**src/supervisor_pkg.sv**
```systemverilog
/*
 * shared constants for the clock supervision block: register indices,
 * field positions, reset values, service codes and divider figures.
 * assumes a 32-bit apb register bus with one word per register.
 */
package supervisor_pkg;

	// register indices; byte address is four times the index
	localparam logic [9:0] IDX_PERIODIC_CTRL = 10'h014;
	localparam logic [9:0] IDX_PERIODIC_FLAG = 10'h015;
	localparam logic [9:0] IDX_WATCHDOG_CTRL = 10'h016;
	localparam logic [9:0] IDX_WATCHDOG_SVC = 10'h017;
	localparam logic [9:0] IDX_SLOW_DIV = 10'h0e0;
	localparam logic [9:0] IDX_MODE_STATUS = 10'h0f0;

	// relocation window is 2 kbyte
	localparam int PAGE_BITS = 11;

	// periodic_irq_control fields
	localparam int PIC_ENABLE = 7;
	localparam int PIC_HALT_WAIT = 6;
	localparam int PIC_HALT_DEBUG = 5;
	localparam int PIC_BYPASS = 3;
	localparam int PIC_RATE_LSB = 0;

	// periodic_irq_flag field
	localparam int PIF_FLAG = 7;

	// watchdog_control fields
	localparam int WDC_WATCH_EN = 7;
	localparam int WDC_WATCH_FORCE_EN = 6;
	localparam int WDC_WATCH_FORCE_RST = 5;
	localparam int WDC_FORCE_RST = 4;
	localparam int WDC_RST_DISABLE = 3;
	localparam int WDC_RATE_LSB = 0;

	// reset values
	localparam logic [7:0] PIC_RESET = 8'h00;
	localparam logic [7:0] WDC_RESET = 8'h01;
	localparam logic [2:0] WDC_RATE_RESET = 3'h1;
	localparam logic [7:0] SLOW_RESET = 8'h00;

	// watchdog service codes
	localparam logic [7:0] SVC_FIRST = 8'h55;
	localparam logic [7:0] SVC_SECOND = 8'haa;

	// divider chain: normal prescale stages and stages kept in bypass
	localparam int PRESCALE_STAGES = 13;
	localparam int BYPASS_STAGES = 2;

	// slow divider counter width, covers divide by 128
	localparam int SLOW_CNT_W = 7;

	// watchdog service sequence
	typedef enum logic [1:0] {
		SVC_IDLE = 2'b01,
		SVC_ARMED = 2'b10
	} svc_state_e;

endpackage

```
**src/slow_divider.sv**
```systemverilog
/*
 * slow clock divider: produces the global bus tick, divided by two to
 * the divisor field in wait mode, and every cycle otherwise.
 * assumes the divisor and wait_mode are synchronous to pclk.
 */
`timescale 1ns/1ns
module slow_divider
	import supervisor_pkg::*;
(
	// clock and reset
	input wire logic pclk,
	input wire logic presetn,
	// control
	input wire logic wait_mode,
	input wire logic [2:0] divisor,
	// global tick
	output logic slow_tick
);

	logic [SLOW_CNT_W-1:0] cnt_reg;
	logic [SLOW_CNT_W-1:0] cnt_next;
	logic [SLOW_CNT_W-1:0] limit;
	wire bypass;
	wire wrap;

	assign bypass = (divisor == 3'h0) || !wait_mode;
	assign limit = SLOW_CNT_W'((8'h01 << divisor) - 8'h01);
	assign wrap = (cnt_reg >= limit);
	assign cnt_next = (bypass || wrap) ? '0 : cnt_reg + 1'b1;
	assign slow_tick = bypass || wrap;

	always_ff @(posedge pclk or negedge presetn) begin
		if (!presetn) begin
			cnt_reg <= '0;
		end else begin
			cnt_reg <= cnt_next;
		end
	end

endmodule

```
**src/clock_watch.sv**
```systemverilog
/*
 * clock monitor: turns the rc delay cell's no-edge indication into a
 * system reset request without needing any running clock.
 * assumes rc_window_expired comes from an analog rc delay cell.
 */
`timescale 1ns/1ns
module clock_watch (
	// rc delay cell
	input wire logic rc_window_expired,
	// control
	input wire logic clock_watch_enable,
	input wire logic clock_watch_force_enable,
	input wire logic clock_watch_force_reset,
	input wire logic supervisor_reset_disable,
	// reset request
	output logic clock_fail_reset
);

	wire armed;

	assign armed = clock_watch_enable || clock_watch_force_enable;
	// purely combinational so it acts while clocks are stopped
	assign clock_fail_reset = !supervisor_reset_disable && armed &&
		(rc_window_expired || clock_watch_force_reset);

endmodule

```
**src/clock_supervisor.sv**
```systemverilog
/*
 * clock supervision: apb register bank, clock tick generation, periodic
 * interrupt, watchdog with service sequence, and clock monitor reset.
 * assumes mode inputs are synchronous to pclk and a system reset
 * controller acts on the reset request outputs.
 */
`timescale 1ns/1ns
// Notes on behaviour
// - wait mode keeps slowed and fixed clock families
// - peripheral, bus and four phase clocks generated
// - slow divider only active in wait, nonzero
// - slow divide by two to the field
// - watchdog rate zero disables timeout and force, else seven periods
// - timeout without ordered service pair resets
// - wrong service value resets at once
// - periodic tick at seven selectable rates
// - request equals enable and flag together
// - halt-in-wait stops both timers in wait
// - halt-in-debug stops both timers in debug
// - halt bits write once in normal modes
// - bypass only in special, shortens chain
// - clock monitor resets without running clock
// - register bank relocatable on 2 kbyte pages
// - writing one clears periodic flag
// - periodic rates two to 13 through 19
// - watchdog totals two to 13 through 23
// - reset disable blocks both reset sources
module clock_supervisor
	import supervisor_pkg::*;
#(
	parameter int PRESCALE_SHIFT = PRESCALE_STAGES
)(
	// clock and reset
	input wire logic pclk,
	input wire logic presetn,
	// apb slave
	input wire logic psel,
	input wire logic penable,
	input wire logic pwrite,
	input wire logic [31:0] paddr,
	input wire logic [31:0] pwdata,
	output logic [31:0] prdata,
	output logic pready,
	output logic pslverr,
	// bank placement
	input wire logic [31-PAGE_BITS:0] bank_page,
	// part modes
	input wire logic special_mode,
	input wire logic wait_mode,
	input wire logic debug_mode,
	// rc delay cell
	input wire logic rc_window_expired,
	// clock ticks
	output logic periph_tick,
	output logic bus_tick,
	output logic fixed_rate_wait_clock,
	output logic [3:0] cpu_phase,
	// interrupt and resets
	output logic periodic_irq,
	output logic watchdog_reset,
	output logic clock_fail_reset
);

	localparam int CNT_W = PRESCALE_SHIFT + 11;

	// mask of the low k bits of a chain counter
	function automatic logic [CNT_W-1:0] low_mask(input int k);
		low_mask = CNT_W'((64'h1 << k) - 64'h1);
	endfunction

	// stages added by the watchdog rate field
	function automatic int cop_extra(input logic [2:0] r);
		unique case (r)
			3'h1: cop_extra = 0;
			3'h2: cop_extra = 2;
			3'h3: cop_extra = 4;
			3'h4: cop_extra = 6;
			3'h5: cop_extra = 8;
			3'h6: cop_extra = 9;
			3'h7: cop_extra = 10;
			default: cop_extra = 0;
		endcase
	endfunction

	// register state
	logic periodic_irq_enable;
	logic halt_timers_in_wait;
	logic halt_timers_in_debug;
	logic periodic_divider_bypass;
	logic [2:0] periodic_rate;
	logic periodic_irq_flag_bit;
	logic clock_watch_enable;
	logic clock_watch_force_enable;
	logic clock_watch_force_reset;
	logic watchdog_force_reset;
	logic supervisor_reset_disable;
	logic [2:0] watchdog_rate;
	logic [2:0] slow_divisor;
	logic pic_written_reg;
	logic wdc_written_reg;
	logic init_done_reg;
	logic pready_reg;
	logic [31:0] prdata_reg;
	logic [31:0] rd_word;
	logic [CNT_W-1:0] pre_cnt_reg;
	logic [CNT_W-1:0] cop_cnt_reg;
	logic [3:0] phase_reg;
	logic half_rate_reg;
	logic watchdog_reset_reg;
	svc_state_e svc_reg;
	svc_state_e svc_next;

	// bus decode
	wire in_page = (paddr[31:PAGE_BITS] == bank_page);
	wire [9:0] idx = 10'(paddr[PAGE_BITS-1:2]);
	wire word_ok = (paddr[1:0] == 2'b00) && in_page;
	wire hit_pic = word_ok && (idx == IDX_PERIODIC_CTRL);
	wire hit_pif = word_ok && (idx == IDX_PERIODIC_FLAG);
	wire hit_wdc = word_ok && (idx == IDX_WATCHDOG_CTRL);
	wire hit_svc = word_ok && (idx == IDX_WATCHDOG_SVC);
	wire hit_slow = word_ok && (idx == IDX_SLOW_DIV);
	wire hit_stat = word_ok && (idx == IDX_MODE_STATUS);
	wire mapped = hit_pic || hit_pif || hit_wdc || hit_svc || hit_slow || hit_stat;
	wire access = psel && penable;
	wire done = access && pready_reg;
	wire wr = done && pwrite && mapped;
	wire [7:0] wbyte = pwdata[7:0];

	// write qualifiers
	wire wr_pic = wr && hit_pic;
	wire wr_wdc = wr && hit_wdc;
	wire pic_once_ok = special_mode || !pic_written_reg;
	wire wdc_once_ok = special_mode || !wdc_written_reg;

	// watchdog service decode
	wire svc_wr = wr && hit_svc;
	wire svc_first = svc_wr && (wbyte == SVC_FIRST);
	wire svc_second = svc_wr && (wbyte == SVC_SECOND);
	wire svc_bad = svc_wr && !svc_first && !svc_second;
	wire svc_done = svc_second && (svc_reg == SVC_ARMED);

	// timer run control
	wire halted = (wait_mode && halt_timers_in_wait) ||
		(debug_mode && halt_timers_in_debug);
	wire run = !halted;
	wire bypass_eff = periodic_divider_bypass && special_mode;
	wire [7:0] base_k = bypass_eff ? 8'(BYPASS_STAGES) : 8'(PRESCALE_SHIFT);

	// periodic tick and watchdog expiry
	wire [CNT_W-1:0] rti_mask = low_mask(int'(base_k) + int'(periodic_rate) - 1);
	wire rti_tick = run && (periodic_rate != 3'h0) &&
		((pre_cnt_reg & rti_mask) == rti_mask);
	wire [CNT_W-1:0] cop_mask = low_mask(int'(base_k) + cop_extra(watchdog_rate));
	wire cop_on = (watchdog_rate != 3'h0);
	wire cop_expire = run && cop_on && ((cop_cnt_reg & cop_mask) == cop_mask);
	wire cop_force = watchdog_force_reset && cop_on && special_mode;
	wire cop_fault = (cop_expire || svc_bad || cop_force) && !supervisor_reset_disable;

	// slow global tick and fixed-rate family
	slow_divider u_slow (
		.pclk(pclk),
		.presetn(presetn),
		.wait_mode(wait_mode),
		.divisor(slow_divisor),
		.slow_tick(bus_tick)
	);

	clock_watch u_watch (
		.rc_window_expired(rc_window_expired),
		.clock_watch_enable(clock_watch_enable),
		.clock_watch_force_enable(clock_watch_force_enable),
		.clock_watch_force_reset(clock_watch_force_reset && special_mode),
		.supervisor_reset_disable(supervisor_reset_disable),
		.clock_fail_reset(clock_fail_reset)
	);

	assign periph_tick = bus_tick;
	assign fixed_rate_wait_clock = half_rate_reg;
	assign cpu_phase = phase_reg;

	assign periodic_irq = periodic_irq_enable && periodic_irq_flag_bit;
	assign watchdog_reset = watchdog_reset_reg;
	assign pready = pready_reg;
	assign pslverr = done && !mapped;
	assign prdata = prdata_reg;

	// read mux
	always_comb begin
		rd_word = 32'h0;
		if (hit_pic) begin
			rd_word[7:0] = {periodic_irq_enable, halt_timers_in_wait, halt_timers_in_debug,
				1'b0, periodic_divider_bypass, periodic_rate};
		end else if (hit_pif) begin
			rd_word[PIF_FLAG] = periodic_irq_flag_bit;
		end else if (hit_wdc) begin
			rd_word[7:0] = {clock_watch_enable, clock_watch_force_enable,
				clock_watch_force_reset, watchdog_force_reset,
				supervisor_reset_disable, watchdog_rate};
		end else if (hit_slow) begin
			rd_word[2:0] = slow_divisor;
		end else if (hit_stat) begin
			rd_word[3:0] = {svc_reg == SVC_ARMED, debug_mode, wait_mode, special_mode};
		end
	end

	// service sequence
	always_comb begin
		svc_next = svc_reg;
		unique case (svc_reg)
			SVC_IDLE: begin
				if (svc_first) begin
					svc_next = SVC_ARMED;
				end
			end
			SVC_ARMED: begin
				if (svc_done || svc_bad) begin
					svc_next = SVC_IDLE;
				end
			end
		endcase
	end

	// apb handshake: one wait state, read data registered
	always_ff @(posedge pclk or negedge presetn) begin
		if (!presetn) begin
			pready_reg <= 1'b0;
			prdata_reg <= 32'h0;
		end else begin
			pready_reg <= access && !pready_reg;
			if (access && !pready_reg && !pwrite) begin
				prdata_reg <= rd_word;
			end
		end
	end

	// periodic control register
	always_ff @(posedge pclk or negedge presetn) begin
		if (!presetn) begin
			periodic_irq_enable <= PIC_RESET[PIC_ENABLE];
			halt_timers_in_wait <= PIC_RESET[PIC_HALT_WAIT];
			halt_timers_in_debug <= PIC_RESET[PIC_HALT_DEBUG];
			periodic_divider_bypass <= PIC_RESET[PIC_BYPASS];
			periodic_rate <= PIC_RESET[PIC_RATE_LSB +: 3];
			pic_written_reg <= 1'b0;
		end else if (wr_pic) begin
			periodic_irq_enable <= wbyte[PIC_ENABLE];
			periodic_rate <= wbyte[PIC_RATE_LSB +: 3];
			pic_written_reg <= 1'b1;
			if (pic_once_ok) begin
				halt_timers_in_wait <= wbyte[PIC_HALT_WAIT];
				halt_timers_in_debug <= wbyte[PIC_HALT_DEBUG];
			end
			if (special_mode) begin
				periodic_divider_bypass <= wbyte[PIC_BYPASS];
			end
		end
	end

	// periodic flag: a new tick wins over a clear
	always_ff @(posedge pclk or negedge presetn) begin
		if (!presetn) begin
			periodic_irq_flag_bit <= 1'b0;
		end else if (rti_tick) begin
			periodic_irq_flag_bit <= 1'b1;
		end else if (wr && hit_pif && wbyte[PIF_FLAG]) begin
			periodic_irq_flag_bit <= 1'b0;
		end
	end

	// watchdog control register; reset-disable strap caught after release
	always_ff @(posedge pclk or negedge presetn) begin
		if (!presetn) begin
			clock_watch_enable <= WDC_RESET[WDC_WATCH_EN];
			clock_watch_force_enable <= WDC_RESET[WDC_WATCH_FORCE_EN];
			clock_watch_force_reset <= WDC_RESET[WDC_WATCH_FORCE_RST];
			watchdog_force_reset <= WDC_RESET[WDC_FORCE_RST];
			supervisor_reset_disable <= WDC_RESET[WDC_RST_DISABLE];
			watchdog_rate <= WDC_RATE_RESET;
			wdc_written_reg <= 1'b0;
			init_done_reg <= 1'b0;
		end else begin
			init_done_reg <= 1'b1;
			if (!init_done_reg) begin
				supervisor_reset_disable <= special_mode;
			end else if (wr_wdc) begin
				clock_watch_enable <= wbyte[WDC_WATCH_EN];
				wdc_written_reg <= 1'b1;
				if (wdc_once_ok) begin
					clock_watch_force_enable <= wbyte[WDC_WATCH_FORCE_EN];
					watchdog_rate <= wbyte[WDC_RATE_LSB +: 3];
				end
				if (special_mode) begin
					clock_watch_force_reset <= wbyte[WDC_WATCH_FORCE_RST];
					watchdog_force_reset <= wbyte[WDC_FORCE_RST];
					supervisor_reset_disable <= wbyte[WDC_RST_DISABLE];
				end
			end
		end
	end

	// slow divisor register
	always_ff @(posedge pclk or negedge presetn) begin
		if (!presetn) begin
			slow_divisor <= SLOW_RESET[2:0];
		end else if (wr && hit_slow) begin
			slow_divisor <= wbyte[2:0];
		end
	end

	// divider chains and watchdog count
	always_ff @(posedge pclk or negedge presetn) begin
		if (!presetn) begin
			pre_cnt_reg <= '0;
			cop_cnt_reg <= '0;
		end else begin
			if (run) begin
				pre_cnt_reg <= pre_cnt_reg + 1'b1;
			end
			if (svc_done || !cop_on || cop_expire) begin
				cop_cnt_reg <= '0;
			end else if (run) begin
				cop_cnt_reg <= cop_cnt_reg + 1'b1;
			end
		end
	end

	// service state, reset request, clock phases
	always_ff @(posedge pclk or negedge presetn) begin
		if (!presetn) begin
			svc_reg <= SVC_IDLE;
			watchdog_reset_reg <= 1'b0;
			phase_reg <= 4'h1;
			half_rate_reg <= 1'b0;
		end else begin
			svc_reg <= svc_next;
			watchdog_reset_reg <= cop_fault;
			half_rate_reg <= !half_rate_reg;
			if (bus_tick) begin
				phase_reg <= {phase_reg[2:0], phase_reg[3]};
			end
		end
	end

endmodule

```
**config.mk**
```make
export PLATFORM = sky130hd
export DESIGN_NAME = clock_supervisor
export DESIGN_NICKNAME = d
export VERILOG_FILES = /design/src/supervisor_pkg.sv /design/src/slow_divider.sv /design/src/clock_watch.sv /design/src/clock_supervisor.sv
export SDC_FILE = /design/constraint.sdc
export NUM_CORES = 1
export LEC_CHECK = 0
export ABC_AREA = 1
export BUFFER_PORTS_ARGS = -buffer_cell sky130_fd_sc_hd__buf_4
export CORE_UTILIZATION = 50
export CTS_CLUSTER_DIAMETER = 30
export DETAILED_ROUTE_END_ITERATION = 8
export PLACE_DENSITY = 0.79
export SLEW_MARGIN = 20
export SYNTH_ARGS = -nofsm -noshare
export SYNTH_HDL_FRONTEND = slang
export SYNTH_SLANG_ARGS = --single-unit
```
**constraint.sdc**
```tcl
create_clock -name pclk -period 6.8 [get_ports pclk]
set_clock_uncertainty 0.2 [all_clocks]
set_input_delay 0.68 -clock pclk [delete_from_list [all_inputs] [get_ports pclk]]
set_output_delay 0.68 -clock pclk [all_outputs]
set_load 0.01 [all_outputs]
```
==> results of run 1 <==
## stage by stage
stage | cells | power (mW) | area (sq um) | worst slack [ns] | util [%]
detailed placement | 1390 | 0.972 | 8240 | 1.89 | 56.5
global route | 1406 | 1.60 | 8560 | 1.67 | 58.7
finish | 1406 | 1.51 | 8560 | 2.18 | 58.7
global placement | 1390 | 0.962 | 8240 | 1.94 | 56.5
CTS | 1406 | 1.53 | 8560 | 2.22 | 58.7
floorplan | 1149 | 0.869 | 7570 | 2.91 | -
## cell families (layout without fill, tap and decap cells)
kind of cell | after synthesis | in the layout | share of synthesized area, %
compound gates | 111 | 111 | 8.69
xor+xnor | 50 | 50 | 5.85
fa+ha+maj | 20 | 20 | 3.44
buf+inv | 240 | 313 | 13.7
flops | 94 | 94 | 31.5
mux | 1 | 1 | 0.134
other cells | 2 | 25 | 0.100
simple gates | 608 | 608 | 36.6
## how the worst max path moves through the flow
stage / cells past startpoint / startpoint / slack (ns) / to
after detailed placement: 28 / special_mode / 1.89 / periodic_irq_flag_bit$_DFFE_PN0P_
after global routing: 28 / special_mode / 1.67 / periodic_irq_flag_bit$_DFFE_PN0P_
after global placement: 28 / special_mode / 1.94 / periodic_irq_flag_bit$_DFFE_PN0P_
final: 26 / watchdog_rate[0]$_DFFE_PN1P_ / 2.18 / cop_cnt_reg[3]$_DFFE_PN0P_
after floorplan: 28 / special_mode / 2.91 / periodic_irq_flag_bit$_DFFE_PN0P_
after CTS: 26 / watchdog_rate[0]$_DFFE_PN1P_ / 2.22 / cop_cnt_reg[1]$_DFFE_PN0P_
## cells in the mapped netlist (2+ instances only)
| cell | count |
|---|---|
| o22ai_1 | 7 |
| xor2_1 | 45 |
| dfrtp_1 | 91 |
| o211ai_1 | 6 |
| nand3_1 | 74 |
| inv_2 | 2 |
| dfstp_2 | 3 |
| ha_1 | 19 |
| nand2_1 | 256 |
| a21oi_1 | 26 |
| nor4_1 | 14 |
| nand2_2 | 5 |
| xnor2_1 | 5 |
| nor2_1 | 138 |
| a31oi_1 | 4 |
| nor3b_1 | 4 |
| clkinv_1 | 2 |
| nor3_1 | 35 |
| o31ai_1 | 2 |
| a41oi_1 | 2 |
| nor2_2 | 25 |
| inv_1 | 201 |
| buf_4 | 27 |
| conb_1 | 2 |
| o21a_1 | 2 |
| buf_2 | 3 |
| o21ai_0 | 48 |
| buf_6 | 2 |
| nand4_1 | 35 |
| nand3b_1 | 7 |
| clkbuf_1 | 2 |
| o221ai_1 | 2 |
| a211oi_1 | 4 |
| a221oi_1 | 2 |
| nand2_4 | 2 |
| nand3_2 | 3 |
| or2_2 | 4 |
## power breakdown
part | switching (mW) | leakage [nW] | internal (mW)
Combinational | 0.196 | 3.34 | 0.129
Clock | 0.226 | 0.160 | 0.324
Sequential | 0.0401 | 1.15 | 0.600
Total | 0.462 | 4.65 | 1.05
## metal layers
| layer | global-route usage (%) | vias to the layer above | part of all wire [%] |
|---|---|---|---|
| met3 | 4.55 | 23 | 6.8 |
| met1 | 30.3 | 3335 | 45 |
| met5 | 0 | - | 0 |
| met4 | 6.66 | 0 | 1.3 |
| li1 | - | 3724 | - |
| met2 | 39.2 | 243 | 47 |
## cell type report
| cell class | count | area, sq um |
|---|---|---|
| well taps | 184 | 230 |
| fillers | 1371 | 6030 |
| multi-input cells | 815 | 4190 |
| repair buffers | 91 | 683 |
| inverters | 206 | 778 |
| clock buffers | 9 | 225 |
| flip-flops and latches | 94 | 2360 |
| clock inverters | 7 | 96.3 |
## worst max-delay path: cells and delay by family, from the launching register on
kind,cells,cell delay (ns)
simple gates,20,2.82
buf+inv,3,0.17
fa+ha+maj,2,0.65
compound gates,1,0.07
flops,1,0.55
==> results_dict.tcl, run 1 <==
set metrics [dict create \
    io_buffer_count 89 \
    cts_buffers 9 \
    first_global_vias 6831 \
    clock_latency_ns 0.36 \
    fin_hold_ws_ns 0.0685 \
    drive_above_1_share_pct 12.8 \
    grt_pass1_wl_microns 30200 \
    setup_violations 0 \
    cts_resized 0 \
    async_reset_ff_share_pct 100 \
    ys_top_cells_by_area "dfrtp_1 (30%), nand2_1 (13%), inv_1 (10%)" \
    routedWlPerCell_microns 12.5 \
    hpwl_microns 13900 \
    cap_viol_max_count 0 \
    syn_area_sq_mm 0.00748 \
    finalSetupTns_ns 0 \
    cp.required_ns 6.83 \
    cellPowerDensity_mw_per_mm2 177 \
    syn_inst 1126 \
    drtIter0Drc 514 \
    crit_path_frequent_cell "nand2_1" \
    gp_congestion 0.892 \
    grt_overflow 0 \
    layout_commonest_cell "nand2_1" \
    rsz0062_at_grt "no" \
    drtPass1Iterations 5 \
    ys_ff_latch 94 \
    cts.path.max_buffers 2 \
    avgSynthCellArea_sq_um 6.65 \
    drv_slew 0 \
    cp.arrival_ns 4.65 \
    ys_seq_area_share_pct 31.5 \
    status "finished, final reports clean" \
    layout.nets 1331 \
    r2r_end "cop_cnt_reg[3]$_DFFE_PN0P_" \
    start_kind "flop" \
    synth_edf_count 0 \
    min_period_ns 4.62 \
    r2r_cells 26 \
    antenna_found_initial 0 \
    p_leak_nw 4.65 \
    fmax_ghz 0.216 \
    cp_max_fo 24 \
    slowest_stage "dfstp_2" \
    dr_total_vias 7325 \
    hold_viol 0 \
    reg2reg_slack_ns 2.18 \
    die_h_microns 124 \
    syn2layout_area_growth_pct 14.3 \
    dieArea_sq_mm 0.0155 \
    reg2reg_from "watchdog_rate[0]$_DFFE_PN1P_" \
    yosys.area.top_type "dfrtp_1" \
    initial_core_util_pct 51.3 \
    slew_headroom_pct 46.0 \
    peakVddDrop_uv 116 \
    drc 0 \
    wl_microns 17600 \
    ant_nets 0 \
    pin_count 138 \
    yosys_warnings 0 \
    antennaDiodeCount 0 \
    crit_path_end_kind "flop" \
    critical_path_class "flop to flop" \
    cpPeakStageDelay_ns 0.55 \
    layout_common_cells "nand2_1 (256), inv_1 (201), nor2_1 (138)" \
    hold_class "primary input to async pin" \
    clock-sinks 94 \
    path_clk_slew_ns 0.07 \
    viasPerCell 5.21 \
    cts_root_buf "clkbuf_16" \
    cts_setup_buffers 0 \
    die_w_microns 124 \
    tightest_slew_ns 0.811 \
    fin_crit_sh_pct 67.9 \
    htreeDepth 3 \
    grt_usage_pct 23.3 \
    yosysUniqueCellTypes 52 \
    num_rows 44 \
    synth_top_area_share_pct 30.4 \
    synth_flop_cell "dfrtp_1" \
    cts_tree "done" \
    hold_buffers 0 \
    core_area_sq_mm 0.0146 \
    grt_max_degree 62 \
]
No activity file was read; power rests on OpenSTA's default activity.
==> run 2: changes to the inputs <==
==> constraint.sdc (replaced) <==
create_clock -name pclk -period 4.6 [get_ports pclk]
set_clock_uncertainty 0.2 [all_clocks]
set_input_delay 0.46 -clock pclk [delete_from_list [all_inputs] [get_ports pclk]]
set_output_delay 0.46 -clock pclk [all_outputs]
set_load 0.01 [all_outputs]
==> run 2 against run 1 <==
Effect of this change:
- sequential cell count unchanged
- largest power group unchanged
- sequential share of layout area down 0.14 points
- register-to-register slack worse by 1.7 ns
- largest cell class unchanged
- cell count up 0.57%
==> results_dict.tcl, run 2 (synthesis results as in run 1) <==
set metrics [dict create \
    status "finished, final reports clean" \
    hold_class "primary input to flop" \
    cts_buffers 9 \
    hp-start "pwdata[6]" \
    slew_headroom_pct 47.2 \
    cts.path.max_buffers 2 \
    gp_congestion 0.932 \
    reg2reg_from "watchdog_rate[0]$_DFFE_PN1P_" \
    drtIter0Drc 506 \
    hold_viol 0 \
    cts_root_buf "clkbuf_16" \
    first_global_vias 6715 \
    cp_max_fo 24 \
    min_path_cells 3 \
    initial_core_util_pct 51.3 \
    power.share.combinational_pct 22.3 \
    r2r_end "cop_cnt_reg[1]$_DFFE_PN0P_" \
    viasPerCell 5.16 \
    layout_commonest_cell "nand2_1" \
    rsz0062_at_grt "no" \
    cellPowerDensity_mw_per_mm2 252 \
    clock_latency_ns 0.36 \
    critical_path_class "flop to flop" \
    grt_pass1_wl_microns 30000 \
    drive_above_1_share_pct 13.5 \
    holdPathEnd "clock_watch_force_enable$_DFFE_PN0P_" \
    drv_slew 0 \
    layout.nets 1339 \
    fillCellCount 1375 \
    internal_power_mw 1.48 \
    power_mw 2.17 \
    drc 0 \
    dr_total_vias 7290 \
    layout_common_cells "nand2_1 (256), inv_1 (201), nor2_1 (136)" \
    wl_microns 17400 \
    grt_usage_pct 23.3 \
    dieArea_sq_mm 0.0155 \
    routedWlPerCell_microns 12.3 \
    clock-sinks 94 \
    syn2layout_area_growth_pct 14.9 \
    cts_tree "done" \
    setup_violations 0 \
    die_w_microns 124 \
    power_switching_mw 0.683 \
    antenna_found_initial 0 \
    reg2reg_slack_ns 0.48 \
    clkPwrFrac_pct 34.1 \
    cap_viol_max_count 0 \
    crit_path_end_kind "flop" \
    fin_crit_sh_pct 89.6 \
    finalSetupTns_ns 0 \
    pin_count 138 \
    min_period_ns 4.12 \
    drtPass1Iterations 5 \
    p_sw_share_pct 31.5 \
    seqPwrFrac_pct 43.6 \
    start_kind "flop" \
    grt_overflow 0 \
    grt_max_degree 56 \
    fmax_ghz 0.243 \
    die_h_microns 124 \
    cp.required_ns 4.63 \
    num_rows 44 \
    r2r_cells 25 \
    peakVddDrop_uv 194 \
    hpwl_microns 13700 \
    cp.arrival_ns 4.15 \
    htreeDepth 3 \
    core_area_sq_mm 0.0146 \
    path_clk_slew_ns 0.07 \
    ant_nets 0 \
    p_leak_nw 4.67 \
    antennaDiodeCount 0 \
    tightest_slew_ns 0.791 \
    io_buffer_count 89 \
]
run 2: cell types whose count changed in the layout (fill, tap and decap cells not counted):
cell,delta
buf_4,+7
bufinv_16,-2
clkbuf_8,+2
nor2_1,-2
nor2_2,+2
clkinv_2,-1
clkinvlp_4,+1
dlygate4sd3_1,+1
xor2_1,-1
xor2_2,+1
run 2: routing by layer:
| layer | share of wire (%) | routed length [microns] | vias to the layer above | track usage [%] |
|---|---|---|---|---|
| li1 | - | - | 3753 | - |
| met4 | 2.1 | 357 | 0 | 7.09 |
| met5 | 0 | 0 | - | 0 |
| met1 | 47 | 8130 | 3291 | 31.0 |
| met3 | 5.6 | 972 | 32 | 5.46 |
| met2 | 45 | 7900 | 214 | 37.5 |
run 2: area by class of cell:
cell class	count	area, sq um	share of cell area, %
multi-input combinational	815	4200	48.8
sequential	94	2360	27.4
inverter	206	778	9.05
timing repair buffer	99	746	8.67
clock buffer	11	253	2.94
tap	184	230	2.68
clock inverter	5	38.8	0.451
run 2: how the worst max path moves through the flow:
stage,from,endpoint
3_5_place_dp,special_mode,periodic_irq_flag_bit$_DFFE_PN0P_
4_1_cts,periodic_divider_bypass$_DFFE_PN0P_,periodic_irq_flag_bit$_DFFE_PN0P_
6_report,watchdog_rate[0]$_DFFE_PN1P_,cop_cnt_reg[1]$_DFFE_PN0P_
3_3_place_gp,special_mode,periodic_irq_flag_bit$_DFFE_PN0P_
5_1_grt,periodic_divider_bypass$_DFFE_PN0P_,periodic_irq_flag_bit$_DFFE_PN0P_
2_1_floorplan,special_mode,periodic_irq_flag_bit$_DFFE_PN0P_
run 2: power groups by stage:
stage          logic, mW  clock network [mW]  registers, mW
6_report           0.484               0.738          0.944
5_1_grt            0.558               0.795          0.953
4_1_cts            0.483               0.753          0.944
3_5_place_dp       0.480                   0          0.958
3_3_place_gp       0.470                   0          0.958
2_1_floorplan      0.335                   0          0.950
run 2: critical path: stages (launching register included):
cell      delay, ns
dfstp_2        0.56
inv_1          0.07
nand2_1        0.09
inv_1          0.05
nor2_1         0.14
a21oi_1        0.07
ha_1           0.34
nand4_1        0.11
nand2_1        0.05
inv_1          0.06
nand2_1        0.05
nand2_1        0.06
nand2_1        0.21
nand3_1        0.18
ha_1           0.24
nand2_1        0.08
nor2_2         0.25
nand2_1        0.13
nor2_1         0.17
nand3_1        0.09
nand3b_1       0.10
nand3_1        0.07
nor2_1         0.12
nand2_2        0.10
nand2_4        0.31
nor2_1         0.08
run 2: repair_timing:
action | CTS | global route
setup buffers | 0 | 0
setup endpoints to repair | 0 | 1
hold buffers | 1 | 0
endpoints found under the hold margin | 19 | 0
gates resized for setup | 0 | 3
run 2: stage by stage:
step | worst slack, ns | std cells | area, sq um | utilization (%) | hold slack, ns
finish | 0.480 | 1414 | 8600 | 59.0 | 0.143
global route | 0.0200 | 1414 | 8600 | 59.0 | 0.149
global placement | 0.294 | 1397 | 8290 | 56.8 | 0.212
floorplan | 0.926 | 1149 | 7570 | - | -0.0356
detailed placement | 0.227 | 1397 | 8290 | 56.8 | 0.215
CTS | 0.374 | 1414 | 8590 | 58.9 | 0.136
